`config.mk`:
```
export PLATFORM = sky130hd
export DESIGN_NAME = lod_decoder
export DESIGN_NICKNAME = d
export VERILOG_FILES = /design/src/hdl/lod_decoder.v
export VERILOG_INCLUDE_DIRS = /design/src /design/src/hdl
export SDC_FILE = /design/constraint.sdc
export NUM_CORES = 1
export LEC_CHECK = 0
export BUFFER_PORTS_ARGS = -buffer_cell sky130_fd_sc_hd__buf_2
export CAP_MARGIN = 20
export CORE_MARGIN = 1.5
export CORE_UTILIZATION = 50
export DETAILED_ROUTE_END_ITERATION = 8
export MAX_ROUTING_LAYER = met4
export PLACE_DENSITY = 0.86
export SLEW_MARGIN = 25
export SYNTH_ARGS = -nofsm -noshare
export SYNTH_HDL_FRONTEND = slang
export SYNTH_SLANG_ARGS = --single-unit
```
`constraint.sdc`:
```
create_clock -name REF_CLK -period 7.58 [get_ports REF_CLK]
set_clock_uncertainty 0.2 [all_clocks]
set_input_delay 0.379 -clock REF_CLK [delete_from_list [all_inputs] [get_ports REF_CLK]]
set_output_delay 0.379 -clock REF_CLK [all_outputs]
set_load 0.005 [all_outputs]
```
`src/hdl/lod_defs.vh`:
```
// Constants for the logic/or/control-read decode slice.
// Assumes 32-bit instruction words and a 32-entry register file.
`ifndef LOD_DEFS_VH
`define LOD_DEFS_VH
`define LOD_OP_RTYPE      6'h3a
`define LOD_OP_ORHI       6'h34
`define LOD_OP_ORI        6'h14
`define LOD_OP_PREV_READ  6'h38
`define LOD_OPX_NEXTPC    6'h1c
`define LOD_OPX_NOR       6'h06
`define LOD_OPX_OR        6'h16
`define LOD_OPX_CTL_READ  6'h26
`define LOD_OPX_RET       6'h05
`define LOD_OPX_ADD       6'h31
`define LOD_PC_STEP       32'h0000_0004
`define LOD_HALF_ZERO     16'h0000
`define LOD_RA_INDEX      5'h1f
`define LOD_A_HI          31
`define LOD_A_LO          27
`define LOD_B_HI          26
`define LOD_B_LO          22
`define LOD_C_HI          21
`define LOD_C_LO          17
`define LOD_IMM_HI        21
`define LOD_IMM_LO        6
`define LOD_OPX_HI        16
`define LOD_OPX_LO        11
`define LOD_N_HI          10
`define LOD_N_LO          6
`define LOD_OP_HI         5
`define LOD_OP_LO         0
`define LOD_EXC_NONE      3'h0
`define LOD_EXC_SUPER     3'h1
`define LOD_EXC_ILLEGAL   3'h2
`define LOD_EXC_MISALIGN  3'h3
`define LOD_EXC_UNKNOWN   3'h4
`endif

```
`src/hdl/lod_decoder.v`:
```
// Decode and execute stage for nextpc, nop, nor, or, orhi, ori, control-register
// read, previous-set read and return. Assumes the pipeline presents operands
// read from the register file (current and previous set) with each instruction.
`timescale 1ns/10ps
`include "lod_defs.vh"

module lod_decoder #(
  parameter HAS_SHADOW = 1
) (
  input  wire        REF_CLK,
  input  wire        RST_N,
  input  wire        INSTR_VALID,
  input  wire [31:0] INSTR_WORD,
  input  wire [31:0] INSTR_PC,
  input  wire [31:0] RA_VALUE,
  input  wire [31:0] RB_VALUE,
  input  wire [31:0] PREV_RA_VALUE,
  input  wire [31:0] CTL_VALUE,
  input  wire [31:0] RETURN_ADDR,
  input  wire [3:0]  STATUS_PREV_SET,
  input  wire        SUPERVISOR,
  output reg  [4:0]  RA_INDEX,
  output reg  [4:0]  RB_INDEX,
  output reg  [4:0]  CTL_INDEX,
  output reg  [3:0]  PREV_SET,
  output reg         WR_EN,
  output reg  [4:0]  WR_INDEX,
  output reg  [31:0] WR_DATA,
  output reg         PC_LOAD,
  output reg  [31:0] PC_TARGET,
  output reg         EXC_VALID,
  output reg  [2:0]  EXC_CAUSE,
  output reg         DONE
);

  // Field extraction shared by operand steering and execution
  // Positions come from the shared header; nothing here is hard-wired
  function [5:0] opx_of;
    input [31:0] w;
    begin
      opx_of = w[`LOD_OPX_HI:`LOD_OPX_LO];
    end
  endfunction

  function [5:0] op_of;
    input [31:0] w;
    begin
      op_of = w[`LOD_OP_HI:`LOD_OP_LO];
    end
  endfunction

  // Register fields; the immediate overlaps C, N and the extended opcode,
  // so only the primary opcode says which reading applies
  wire [5:0]  op   = op_of(INSTR_WORD);
  wire [5:0]  opx  = opx_of(INSTR_WORD);
  wire [4:0]  fa   = INSTR_WORD[`LOD_A_HI:`LOD_A_LO];
  wire [4:0]  fb   = INSTR_WORD[`LOD_B_HI:`LOD_B_LO];
  wire [4:0]  fc   = INSTR_WORD[`LOD_C_HI:`LOD_C_LO];
  wire [4:0]  fn   = INSTR_WORD[`LOD_N_HI:`LOD_N_LO];
  wire [15:0] immediate_sixteen = INSTR_WORD[`LOD_IMM_HI:`LOD_IMM_LO];
  // Both source fields clear, which nextpc and control read insist on
  wire        ab_zero = (fa == 5'h00) && (fb == 5'h00);

  // Operand selects are registered for the register file; the pipeline
  // presents the matching values together with the word it decodes.
  // They are informational only, so their one-cycle lag is harmless;
  // reset parks them on index zero; after that the three indices follow the word and PREV_SET follows STATUS_PREV_SET on every edge, valid or not.
  always @(posedge REF_CLK) begin
    if (!RST_N) begin
      RA_INDEX  <= 5'h00;
      RB_INDEX  <= 5'h00;
      CTL_INDEX <= 5'h00;
      PREV_SET  <= 4'h0;
    end else begin
      RA_INDEX  <= fa;
      RB_INDEX  <= fb;
      CTL_INDEX <= fn;
      PREV_SET  <= STATUS_PREV_SET;
    end
  end

  // Next values of the result register, all decided in one cycle
  reg         next_wr_en;
  reg  [4:0]  next_wr_index;
  reg  [31:0] next_wr_data;
  reg         next_pc_load;
  reg  [31:0] next_pc_target;
  reg  [2:0]  next_exc;

  // Combinational execute; an exception suppresses every write-back.
  // Priority inside each branch: build option first, then privilege, then
  // the operation itself, so a trapped word never leaves a partial result.
  // Unmatched words report cause 4 and leave the register file alone.
  always @* begin
    // Defaults: no write, no jump, no trap; the index follows the C field
    next_wr_en     = 1'b0;
    next_wr_index  = fc;
    next_wr_data   = 32'h0000_0000;
    next_pc_load   = 1'b0;
    next_pc_target = 32'h0000_0000;
    next_exc       = `LOD_EXC_NONE;
    if (op == `LOD_OP_RTYPE) begin
      // Register-format words; the extended opcode picks the operation
      if (opx == `LOD_OPX_NEXTPC && ab_zero) begin
        // Only way software sees its own address; A and B must be clear
        next_wr_en   = 1'b1;
        next_wr_data = INSTR_PC + `LOD_PC_STEP;
      end else if (opx == `LOD_OPX_ADD) begin
        // Kept so the nop alias has a real encoding to land on
        next_wr_en   = 1'b1;
        next_wr_data = RA_VALUE + RB_VALUE;
      end else if (opx == `LOD_OPX_NOR) begin
        // Bitwise, so there is no carry or overflow to report
        next_wr_en   = 1'b1;
        next_wr_data = ~(RA_VALUE | RB_VALUE);
      end else if (opx == `LOD_OPX_OR) begin
        // Same operands as nor, without the final inversion
        next_wr_en   = 1'b1;
        next_wr_data = RA_VALUE | RB_VALUE;
      end else if (opx == `LOD_OPX_CTL_READ && ab_zero) begin
        // Control registers hold mode and status, hence the privilege check
        if (!SUPERVISOR) begin
          next_exc = `LOD_EXC_SUPER;
        end else begin
          // The value arrives already selected by the N field
          next_wr_en   = 1'b1;
          next_wr_data = CTL_VALUE;
        end
      end else if (opx == `LOD_OPX_RET) begin
        // Word alignment is checked before the jump is committed
        if (RETURN_ADDR[1:0] != 2'b00) begin
          next_exc = `LOD_EXC_MISALIGN;
        end else begin
          // The fetch unit takes its target from RETURN_ADDR
          next_pc_load   = 1'b1;
          next_pc_target = RETURN_ADDR;
        end
      end else begin
        // Other extended opcodes belong to other execute slices
        next_exc = `LOD_EXC_UNKNOWN;
      end
    end else if (op == `LOD_OP_ORHI) begin
      // Immediate forms write the B field, not the C field
      next_wr_en    = 1'b1;
      next_wr_index = fb;
      next_wr_data  = RA_VALUE | {immediate_sixteen, `LOD_HALF_ZERO};
    end else if (op == `LOD_OP_ORI) begin
      // Zero fill, not sign fill: this immediate is unsigned
      next_wr_en    = 1'b1;
      next_wr_index = fb;
      next_wr_data  = RA_VALUE | {`LOD_HALF_ZERO, immediate_sixteen};
    end else if (op == `LOD_OP_PREV_READ) begin
      // Target is in the current set; only the source comes from the old set
      next_wr_index = fb;
      if (HAS_SHADOW == 0) begin
        // A core with one register set has no previous set to read
        next_exc = `LOD_EXC_ILLEGAL;
      end else if (!SUPERVISOR) begin
        next_exc = `LOD_EXC_SUPER;
      end else begin
        // Signed offset, so one word can reach below its base as well
        next_wr_en   = 1'b1;
        next_wr_data = PREV_RA_VALUE + {{16{immediate_sixteen[15]}}, immediate_sixteen};
      end
    end else begin
      // Any other primary opcode is handled elsewhere in the pipeline
      next_exc = `LOD_EXC_UNKNOWN;
    end
    // Writes to register zero are dropped, which makes the nop alias harmless;
    // this also quietly covers nextpc, nor and or aimed at register zero
    if (next_wr_index == 5'h00) begin
      next_wr_en = 1'b0;
    end
  end

  // Result register; every output is a flop so timing stays local.
  // Data, index and cause load on every edge; only the strobes are gated
  // by INSTR_VALID, which keeps the enable load off the wide buses.
  always @(posedge REF_CLK) begin
    if (!RST_N) begin
      // All strobes low, so nothing is written or taken on the first edge
      WR_EN     <= 1'b0;
      WR_INDEX  <= 5'h00;
      WR_DATA   <= 32'h0000_0000;
      PC_LOAD   <= 1'b0;
      PC_TARGET <= 32'h0000_0000;
      EXC_VALID <= 1'b0;
      EXC_CAUSE <= `LOD_EXC_NONE;
      DONE      <= 1'b0;
    end else begin
      // One answer per valid word, exactly one edge after it is taken
      WR_EN     <= INSTR_VALID & next_wr_en;
      WR_INDEX  <= next_wr_index;
      WR_DATA   <= next_wr_data;
      PC_LOAD   <= INSTR_VALID & next_pc_load;
      PC_TARGET <= next_pc_target;
      EXC_VALID <= INSTR_VALID & (next_exc != `LOD_EXC_NONE);
      EXC_CAUSE <= next_exc;
      DONE      <= INSTR_VALID;
    end
  end

endmodule

```
* Word level (Yosys, flattened, before mapping) *
Index checks and enable logic that the tools add are counted.

storage, ports and cells
  register bits = 95
  input bits = 232
  logic and storage cells = 90

operators by class
  $add $sub $neg = 3
  equality and inequality tests = 10
  multiplexer cells = 46
  bitwise gates (word level) = 10
  reductions and logical operators = 9

operators with widths
  kind                   number
  $mux 32                11
  $add 32x32->32         2
  $or 32x32->32          2
  $add 32x3->32 const B  1
  $not 32->32            1
  $or 32x16->32          1
  $eq 6x6->1 const B     5
  $mux 3                 10
  $mux 1                 20
  $mux 5                 4
  $eq 6x5->1 const B     3
  $logic_not 5->1        3
  $eq 6x3->1 const B     2
  $reduce_or 9->1        1
  $and 1x1->1            3
  $logic_and 1x1->1      3
  $not 1->1              3
  $reduce_bool 3->1      1
  $mux 2                 1
  $reduce_bool 2->1      1

* Longest topological paths before layout *
Gate-level depths: netlist of run 1.

  word-level depth = 11
  gate-level depth with buffers = 12
  gate-level depth less buffers = 12

* Worst setup path after synthesis of run 1 *
No wires, ideal clock.

  path type = input port to flip-flop
  start point = in RA_VALUE[7]
  end point = reg WR_DATA[31]
  library setup time = 0.095 ns
  data arrival time = 2.665 ns
  slack = 4.620 ns
  cell stages on the path = 11
  cells stage by stage = inv_1 ha_1 and3_1 and2_1 a32o_1 a211oi_1 o31a_1 o21bai_1 a221o_1 mux2i_1 a221oi_1

on the way
  word-level cells in the longest chain between the ends = 4

ends and longest elaborated chain
  item                  RTL line           text
  start, declared       lod_decoder.v:15   input wire [31:0] RA_VALUE,
  $add 32x32->32        lod_decoder.v:111  next_wr_data = RA_VALUE + RB_VALUE;
  $mux 32               lod_decoder.v:108  end else if (opx == `LOD_OPX_ADD) begin
  $mux 32               lod_decoder.v:104  if (opx == `LOD_OPX_NEXTPC && ab_zero) begin
  $mux 32               lod_decoder.v:102  if (op == `LOD_OP_RTYPE) begin
  end signal, assigned  lod_decoder.v:194  WR_DATA <= next_wr_data;
  end, declared         lod_decoder.v:28   output reg [31:0] WR_DATA,

Every way passes these cells.
A chain may end at the register's enable or synchronous reset.

* Worst setup path in the final report of run 1 *
  start point = in INSTR_WORD[6]
  end point = reg WR_DATA[30]

on the way
  word-level cells in the longest chain between the ends = 6

ends and longest elaborated chain
  item             RTL line           text
  start, declared  lod_decoder.v:13   input wire [31:0] INSTR_WORD,
  $add 32x32->32   lod_decoder.v:163  next_wr_data = PREV_RA_VALUE + {{16{immediate_sixteen[15]}}, immediate_sixteen};
  $mux 32          lod_decoder.v:158  end else if (!SUPERVISOR) begin
  $mux 32          lod_decoder.v:152  end else if (op == `LOD_OP_PREV_READ) begin
  $mux 32          lod_decoder.v:147  end else if (op == `LOD_OP_ORI) begin
  $mux 32          lod_decoder.v:142  end else if (op == `LOD_OP_ORHI) begin
  $mux 32          lod_decoder.v:102

Every way passes these cells.

==> results of run 1 <==
[area by class of cell]
cell class | instances | area [um^2] | share of cell area (%)
multi-input combinational | 964 | 6450 | 58.8
sequential | 95 | 1900 | 17.3
clock buffer | 10 | 229 | 2.09
tap | 225 | 282 | 2.57
clock inverter | 6 | 50.0 | 0.456
inverter | 89 | 334 | 3.04
antenna | 6 | 15.0 | 0.137
timing repair buffer | 336 | 1710 | 15.6
[synth_stat cells, drive strengths merged (26+ instances only)]
cell and count:
xor2 38, nor2 108, o21ai 65, dfxtp 95
a21oi 164, nor3 28, a211oi 27, clkbuf 42
xnor2 38, and2 56, nand2 76, nand3 26
inv 89, ha 95
[sequential cells by signal (all words and copies together) (netlist names), 3 cells and up]
name / count
PC_TARGET: 32
EXC_CAUSE: 3
RB_INDEX: 5
PREV_SET: 4
RA_INDEX: 5
WR_DATA: 32
CTL_INDEX: 5
WR_INDEX: 5
[routing by layer]
metal	routed length, um	up-vias
met2	16100	807
met4	2070	0
li1	-	4895
met5	0	-
met3	4530	157
met1	14600	4801
[cells in the final DEF (no fill, tap or decap), types with 5 or more instances in the layout]
cell and n:
buf_4 10, and3_1 13, o21bai_1 5, nor3_1 25
nand2b_1 14, o22ai_1 15, inv_1 89, a221oi_1 11
nand4_1 16, o221ai_1 11, xor2_1 38, o21ai_0 63
clkbuf_16 9, a21o_1 18, diode_2 6, mux2i_1 10
nand2_1 76, a31oi_1 10, buf_2 326, a21oi_1 164
ha_1 95, nor2b_1 13, xnor2_1 38, o311ai_0 5
o31ai_1 6, o21a_1 16, nor2_1 108, dfxtp_1 95
a211oi_1 26, o211ai_1 11, and2_1 55, nand3_1 26
[cells by family after synthesis]
logic type,Yosys count,share of synthesized area [%]
other,1,0.0424
AND/OR/NAND/NOR,375,21.1
AO/OA/AOI/OAI,404,28.9
adder cells (fa/ha/maj),97,13.9
buffers and inverters,138,6.02
flip-flops,95,21.5
XOR/XNOR,76,7.52
multiplexers,10,1.13
[power by group through the flow]
stage	Combinational [mW]	Sequential (mW)	Clock, mW
4_1_cts	0.483	0.513	0.454
5_1_grt	0.539	0.514	0.472
3_3_place_gp	0.476	0.525	0
6_report	0.500	0.513	0.451
3_5_place_dp	0.481	0.524	0
2_1_floorplan	0.294	0.525	0
[stage by stage]
step	hold slack, ns	utilization [%]	power [mW]	std cells	area (um^2)
floorplan	0.283	-	0.819	1197	8860
global placement	0.377	61.7	1.00	1709	10700
detailed placement	0.381	61.7	1.00	1709	10700
CTS	0.0102	63.4	1.45	1725	11000
global route	0.0115	63.4	1.53	1731	11000
finish	0.0158	63.4	1.46	1731	11000
[worst max path at each step]
stage,startpoint,slack (ns),to,cells past startpoint
after CTS,INSTR_WORD[6],4.16,WR_DATA[30],13
final,INSTR_WORD[6],3.97,WR_DATA[30],13
after detailed placement,INSTR_WORD[6],3.81,WR_DATA[30],13
after global placement,INSTR_WORD[6],3.95,WR_DATA[30],13
after floorplan,RA_VALUE[7],4.62,WR_DATA[31],11
after global routing,INSTR_WORD[6],3.96,WR_DATA[30],13
[worst max-delay path, delay by kind of cell]
kind / cells / cell delay [ns]
AO/OA/AOI/OAI: 6 / 1.58
adder cells (fa/ha/maj): 2 / 0.61
AND/OR/NAND/NOR: 2 / 0.61
XOR/XNOR: 1 / 0.23
buffers and inverters: 2 / 0.21
==> impl_metrics.toml, run 1 <==
[detailed_routing]
routed_wl_um = 37200
post-route-drc-count = 1
drt_iter0_markers = 1178
viasPerCell = 6.16
first_pass_iters = 9
vias = 10700
routedWlPerCell_um = 21.5
ant_nets = 0

[timing]
finalHoldViolations = 0
fin_ws_ns = 3.97
report.final.slew_viol_count = 0
tightest_slew_ns = 1.16
relSlewSlack_pct = 21.3
period_minus_slack_ns = 3.61
rsz0062_at_grt = "false"
setup_viol_count_final = 0
fmax_ghz = 0.277
setup-tns-final_ns = 0
finalCritPeriodShare_pct = 47.7

[power]
comb_power_share_pct = 34.1
clockPowerShare_pct = 30.8
power_density_nw_per_um2 = 133
seq_power_share_pct = 35.0
p_leak_nw = 5.32
swShare_pct = 35.8
ir_worst_vdd_mv = 0.113
netSwitchingPower_mw = 0.523
internal_power_mw = 0.940

[synth]
yosysTopAreaCell = "dfxtp_1"
yosysUniqueCellTypes = 67
yosysWarnings = 0
synth_seq_cells = 95
synth-main-ff-cell = "dfxtp_1"
yosysSeqAreaShare_pct = 21.5
synth.area.top_cells = "dfxtp_1 (21%), ha_1 (13%), a21oi_1 (9.3%)"
syn_area_um2 = 8850
synth_enable_flop_cells = 0
yosysTopAreaCellShare_pct = 21.5
synthArstFlopShare_pct = 0
synthCells = 1196
synth.avg_cell_area_um2 = 7.40

[place]
hpwlAfterDp_um = 29800
gp_congestion = 1.07
port_buffers = 326
place_ws_ns = 3.81

[cells_and_area]
fillers = 1574
layout.nets = 1824
layout-drive-gt1-share_pct = 24.6
syn_to_final_growth_pct = 23.9

[clock_tree]
cts_resized = 0
postCtsSetupBuffers = 0
clkSinkCount = 95
cts.clk_slew.worst_paths_ns = 0.08
hold_buffers = 0
clock_path_buffers = 2
cts_tree = "yes"
h-tree-depth = 3
clockRootBuffer = "clkbuf_16"
numCtsBuffers = 9

[global_routing]
grt_usage_pct = 39.9
grt_pass1_wl_um = 54100
antenna_found_initial = 6
grt_use_met2_pct = 59.2
grt_pass1_vias = 9361
met3_usage_pct = 7.08
grt_max_degree = 40
grt.busiest_layer = "met2"
gr-total-overflow = 0
use_met1_pct = 51.7

[floorplanning]
fp.dieArea_um2 = 18500
fp-row-count = 48
coreArea_um2 = 17300
io_pins = 327
dieHeight_um = 136
start_util_pct = 51.2
fp.dieW_um = 136

[run]
drv_cap = 0

[hold_path]
hold_path_class = "in -> reg"
min_from = "RETURN_ADDR[19]"
min_to = "PC_TARGET[19]"
min_path_cells = 2

[critical_path]
cp_slowest_cell = "a211oi_1"
crit_fanout = 4
endpoint_kind = "flip-flop"
crit_required_ns = 7.60
critPathLaunchType = "input port"
worstPathCellList = "buf_2 > ha_1 > inv_1 > fa_1 > nand2b_1 > a21oi_1 > o21ai_0 > a211oi_1 > o41ai_1 > nor4b_1 > o22ai_1 > xor2_1 > o221ai_1"
crit_type = "in -> reg"
slowest_delay_ns = 0.50
arrival_ns = 3.63

[run_status]
status = "complete, but fails checks"
violations = "DRC"
Note: power is estimated with default switching activity, not from simulation.
==> inputs of run 2 (changes only) <==
--- a/config.mk
+++ b/config.mk
@@ -6,13 +6,14 @@
 export SDC_FILE = /design/constraint.sdc
 export NUM_CORES = 1
 export LEC_CHECK = 0
+export ABC_AREA = 1
 export BUFFER_PORTS_ARGS = -buffer_cell sky130_fd_sc_hd__buf_2
 export CAP_MARGIN = 20
 export CORE_MARGIN = 1.5
-export CORE_UTILIZATION = 50
+export CORE_UTILIZATION = 49
 export DETAILED_ROUTE_END_ITERATION = 8
 export MAX_ROUTING_LAYER = met4
-export PLACE_DENSITY = 0.86
+export PLACE_DENSITY = 0.84
 export SLEW_MARGIN = 25
 export SYNTH_ARGS = -nofsm -noshare
 export SYNTH_HDL_FRONTEND = slang
==> constraint.sdc (replaced) <==
create_clock -name REF_CLK -period 2.9 [get_ports REF_CLK]
set_clock_uncertainty 0.2 [all_clocks]
set_input_delay 0.145 -clock REF_CLK [delete_from_list [all_inputs] [get_ports REF_CLK]]
set_output_delay 0.145 -clock REF_CLK [all_outputs]
set_load 0.005 [all_outputs]
==> run 2 against run 1 <==
Power increased to 2.9 times the previous value; sequential power rose to 2.6 times the previous value; global-route usage grew 5.2 points; combinational power grew to 3.1 times the previous value; critical path depth decreased by 2; first-iteration DRC count up 32%; the run now ends clean; sequential share of layout area is 3.5 points lower; clock power rose to 3.0 times the previous value; via count up 37%.
==> impl_metrics.toml, run 2 <==
[timing]
fmax_ghz = 0.354
relSlewSlack_pct = 36.1
period_minus_slack_ns = 2.82
finalCritPeriodShare_pct = 97.3
setup-tns-final_ns = 0
tightest_slew_ns = 0.957
rsz0062_at_grt = "true"
setup_viol_count_final = 0
report.final.slew_viol_count = 0
fin_ws_ns = 0.0783
finalHoldViolations = 0

[synth]
yosysWarnings = 0
synthCells = 1947
yosysTopAreaCellShare_pct = 20.4
synth_common_cells = "nand2_1 (598), inv_1 (371), nor2_1 (209)"
synthArstFlopShare_pct = 0
yosysUniqueCellTypes = 55
synth.avg_cell_area_um2 = 5.64
synth_enable_flop_cells = 0
synth.area.top_cells = "nand2_1 (20%), dfxtp_1 (17%), inv_1 (13%)"
synth_seq_cells = 95
yosysSeqAreaShare_pct = 17.3
synth-main-ff-cell = "dfxtp_1"
yosysTopAreaCell = "nand2_1"
syn_area_um2 = 11000
synthMostInstantiatedCell = "nand2_1"

[cells_and_area]
final_cell_mix = "nand2_1 (597), inv_1 (371), buf_2 (325), nor2_1 (209), nand3_1 (131)"
final_util_pct = 63.0
largestRegisters = "PC_TARGET: 32 flops, WR_DATA: 32 flops"
final_common_cell = "nand2_1"
layout.nets = 2654
syn_to_final_growth_pct = 25.5
layout-drive-gt1-share_pct = 17.9

[detailed_routing]
vias = 14600
post-route-drc-count = 0
first_pass_iters = 8
viasPerCell = 5.57
ant_nets = 0
routedWlPerCell_um = 20.2
drt_iter0_markers = 1555
routed_wl_um = 52800

[place]
port_buffers = 326
gp_congestion = 1.13
place_ws_ns = 0.234
hpwlAfterDp_um = 41800

[floorplanning]
dieHeight_um = 153
io_pins = 327
fp.dieW_um = 153
start_util_pct = 50.2
fp-row-count = 54
coreArea_um2 = 21900
fp.dieArea_um2 = 23300

[critical_path]
cp_slowest_cell = "dlygate4sd3_1"
arrival_ns = 2.88
crit_type = "in -> reg"
endpoint_kind = "flip-flop"
worstPathCellList = "dlygate4sd3_1 > buf_2 > nor2_1 > nand4_1 > nor3_4 > nand2_2 > inv_4 > nor2_2 > and3_4 > nand3_4 > nor2_1"
critPathLaunchType = "input port"
slowest_delay_ns = 0.56
crit_required_ns = 2.96
cp_common_cell = "nor2_1"
crit_fanout = 31

[clock_tree]
clock_path_buffers = 2
cts.clk_slew.worst_paths_ns = 0.11
cts_tree = "yes"
h-tree-depth = 3
postCtsSetupBuffers = 0
clockRootBuffer = "clkbuf_16"
numCtsBuffers = 9
clkSinkCount = 95

[global_routing]
grt_usage_pct = 45.1
grt_pass1_wl_um = 78100
grt_max_degree = 37
antenna_found_initial = 1
grt_pass1_vias = 13700
gr-total-overflow = 0

[power]
power_density_nw_per_um2 = 309
power_mw = 4.26
ir_worst_vdd_mv = 0.387
p_leak_nw = 8.19

[hold_path]
min_path_cells = 3
hold_path_class = "in -> reg"

[run_status]
status = "finished clean"

[run]
drv_cap = 0
## run 2: cell count changes after synthesis, moves of 49 or more
cell,before,now
a21oi_1,164,115
and2_1,55,0
inv_1,89,371
nand2_1,76,598
nand3_1,26,132
nor2_1,108,209
## run 2: final cells by class
class                      count  area (um^2)
antenna                        2         5.00
clock buffer                   9          225
clock inverter                 7         86.3
fill                        2164         8110
inverter                     380         1430
multi-input combinational   1435         7420
sequential                    95         1900
tap                          280          350
timing repair buffer         404         2370
## run 2: worst max-delay path: cells and delay by family
kind | cells | cell delay, ns
simple gates | 8 | 1.60
buf+inv | 3 | 1.11
## run 2: timing repair
action                                  CTS  global route
endpoints found under the setup margin    0            39
endpoints found under the hold margin    64             0
resized for setup                         0             6
hold buffers                             59             0
## run 2: path summary, 6_finish.rpt
path	startpoint	endpoint	slack [ns]
worst min-delay path	RA_VALUE[7]	WR_DATA[7]	0.008
worst max-delay path	INSTR_WORD[24]	PC_TARGET[11]	0.08
## run 2: kinds of logic after synthesis
family	synth area share, %
simple gates	41.6
other cells	0.0341
flops	17.3
buf+inv	15.3
xor+xnor	1.60
mux	0.0912
fa+ha+maj	11.2
compound gates	12.8
## run 2: stage by stage
stage	hold slack (ns)	std cells	area, um^2
after floorplan	0.0385	1948	11000
after CTS	0.00129	2610	13800
after global placement	0.130	2535	12900
after detailed placement	0.135	2535	12900
after global routing	0.00158	2611	13800
final	0.00760	2612	13800
## run 2: power breakdown
group          internal [mW]  switching [mW]
logic                  0.559            1.01
clock network          0.623           0.728
registers               1.33          0.0114
## run 2: layer usage
| metal | part of all wire, % | track usage [%] | vias up |
|---|---|---|---|
| met4 | 6.4 | 25.2 | 0 |
| met1 | 37 | 53.0 | 6558 |
| met2 | 45 | 71.9 | 941 |
| met5 | 0 | - | - |
| met3 | 12 | 9.27 | 196 |
| li1 | - | - | 6865 |
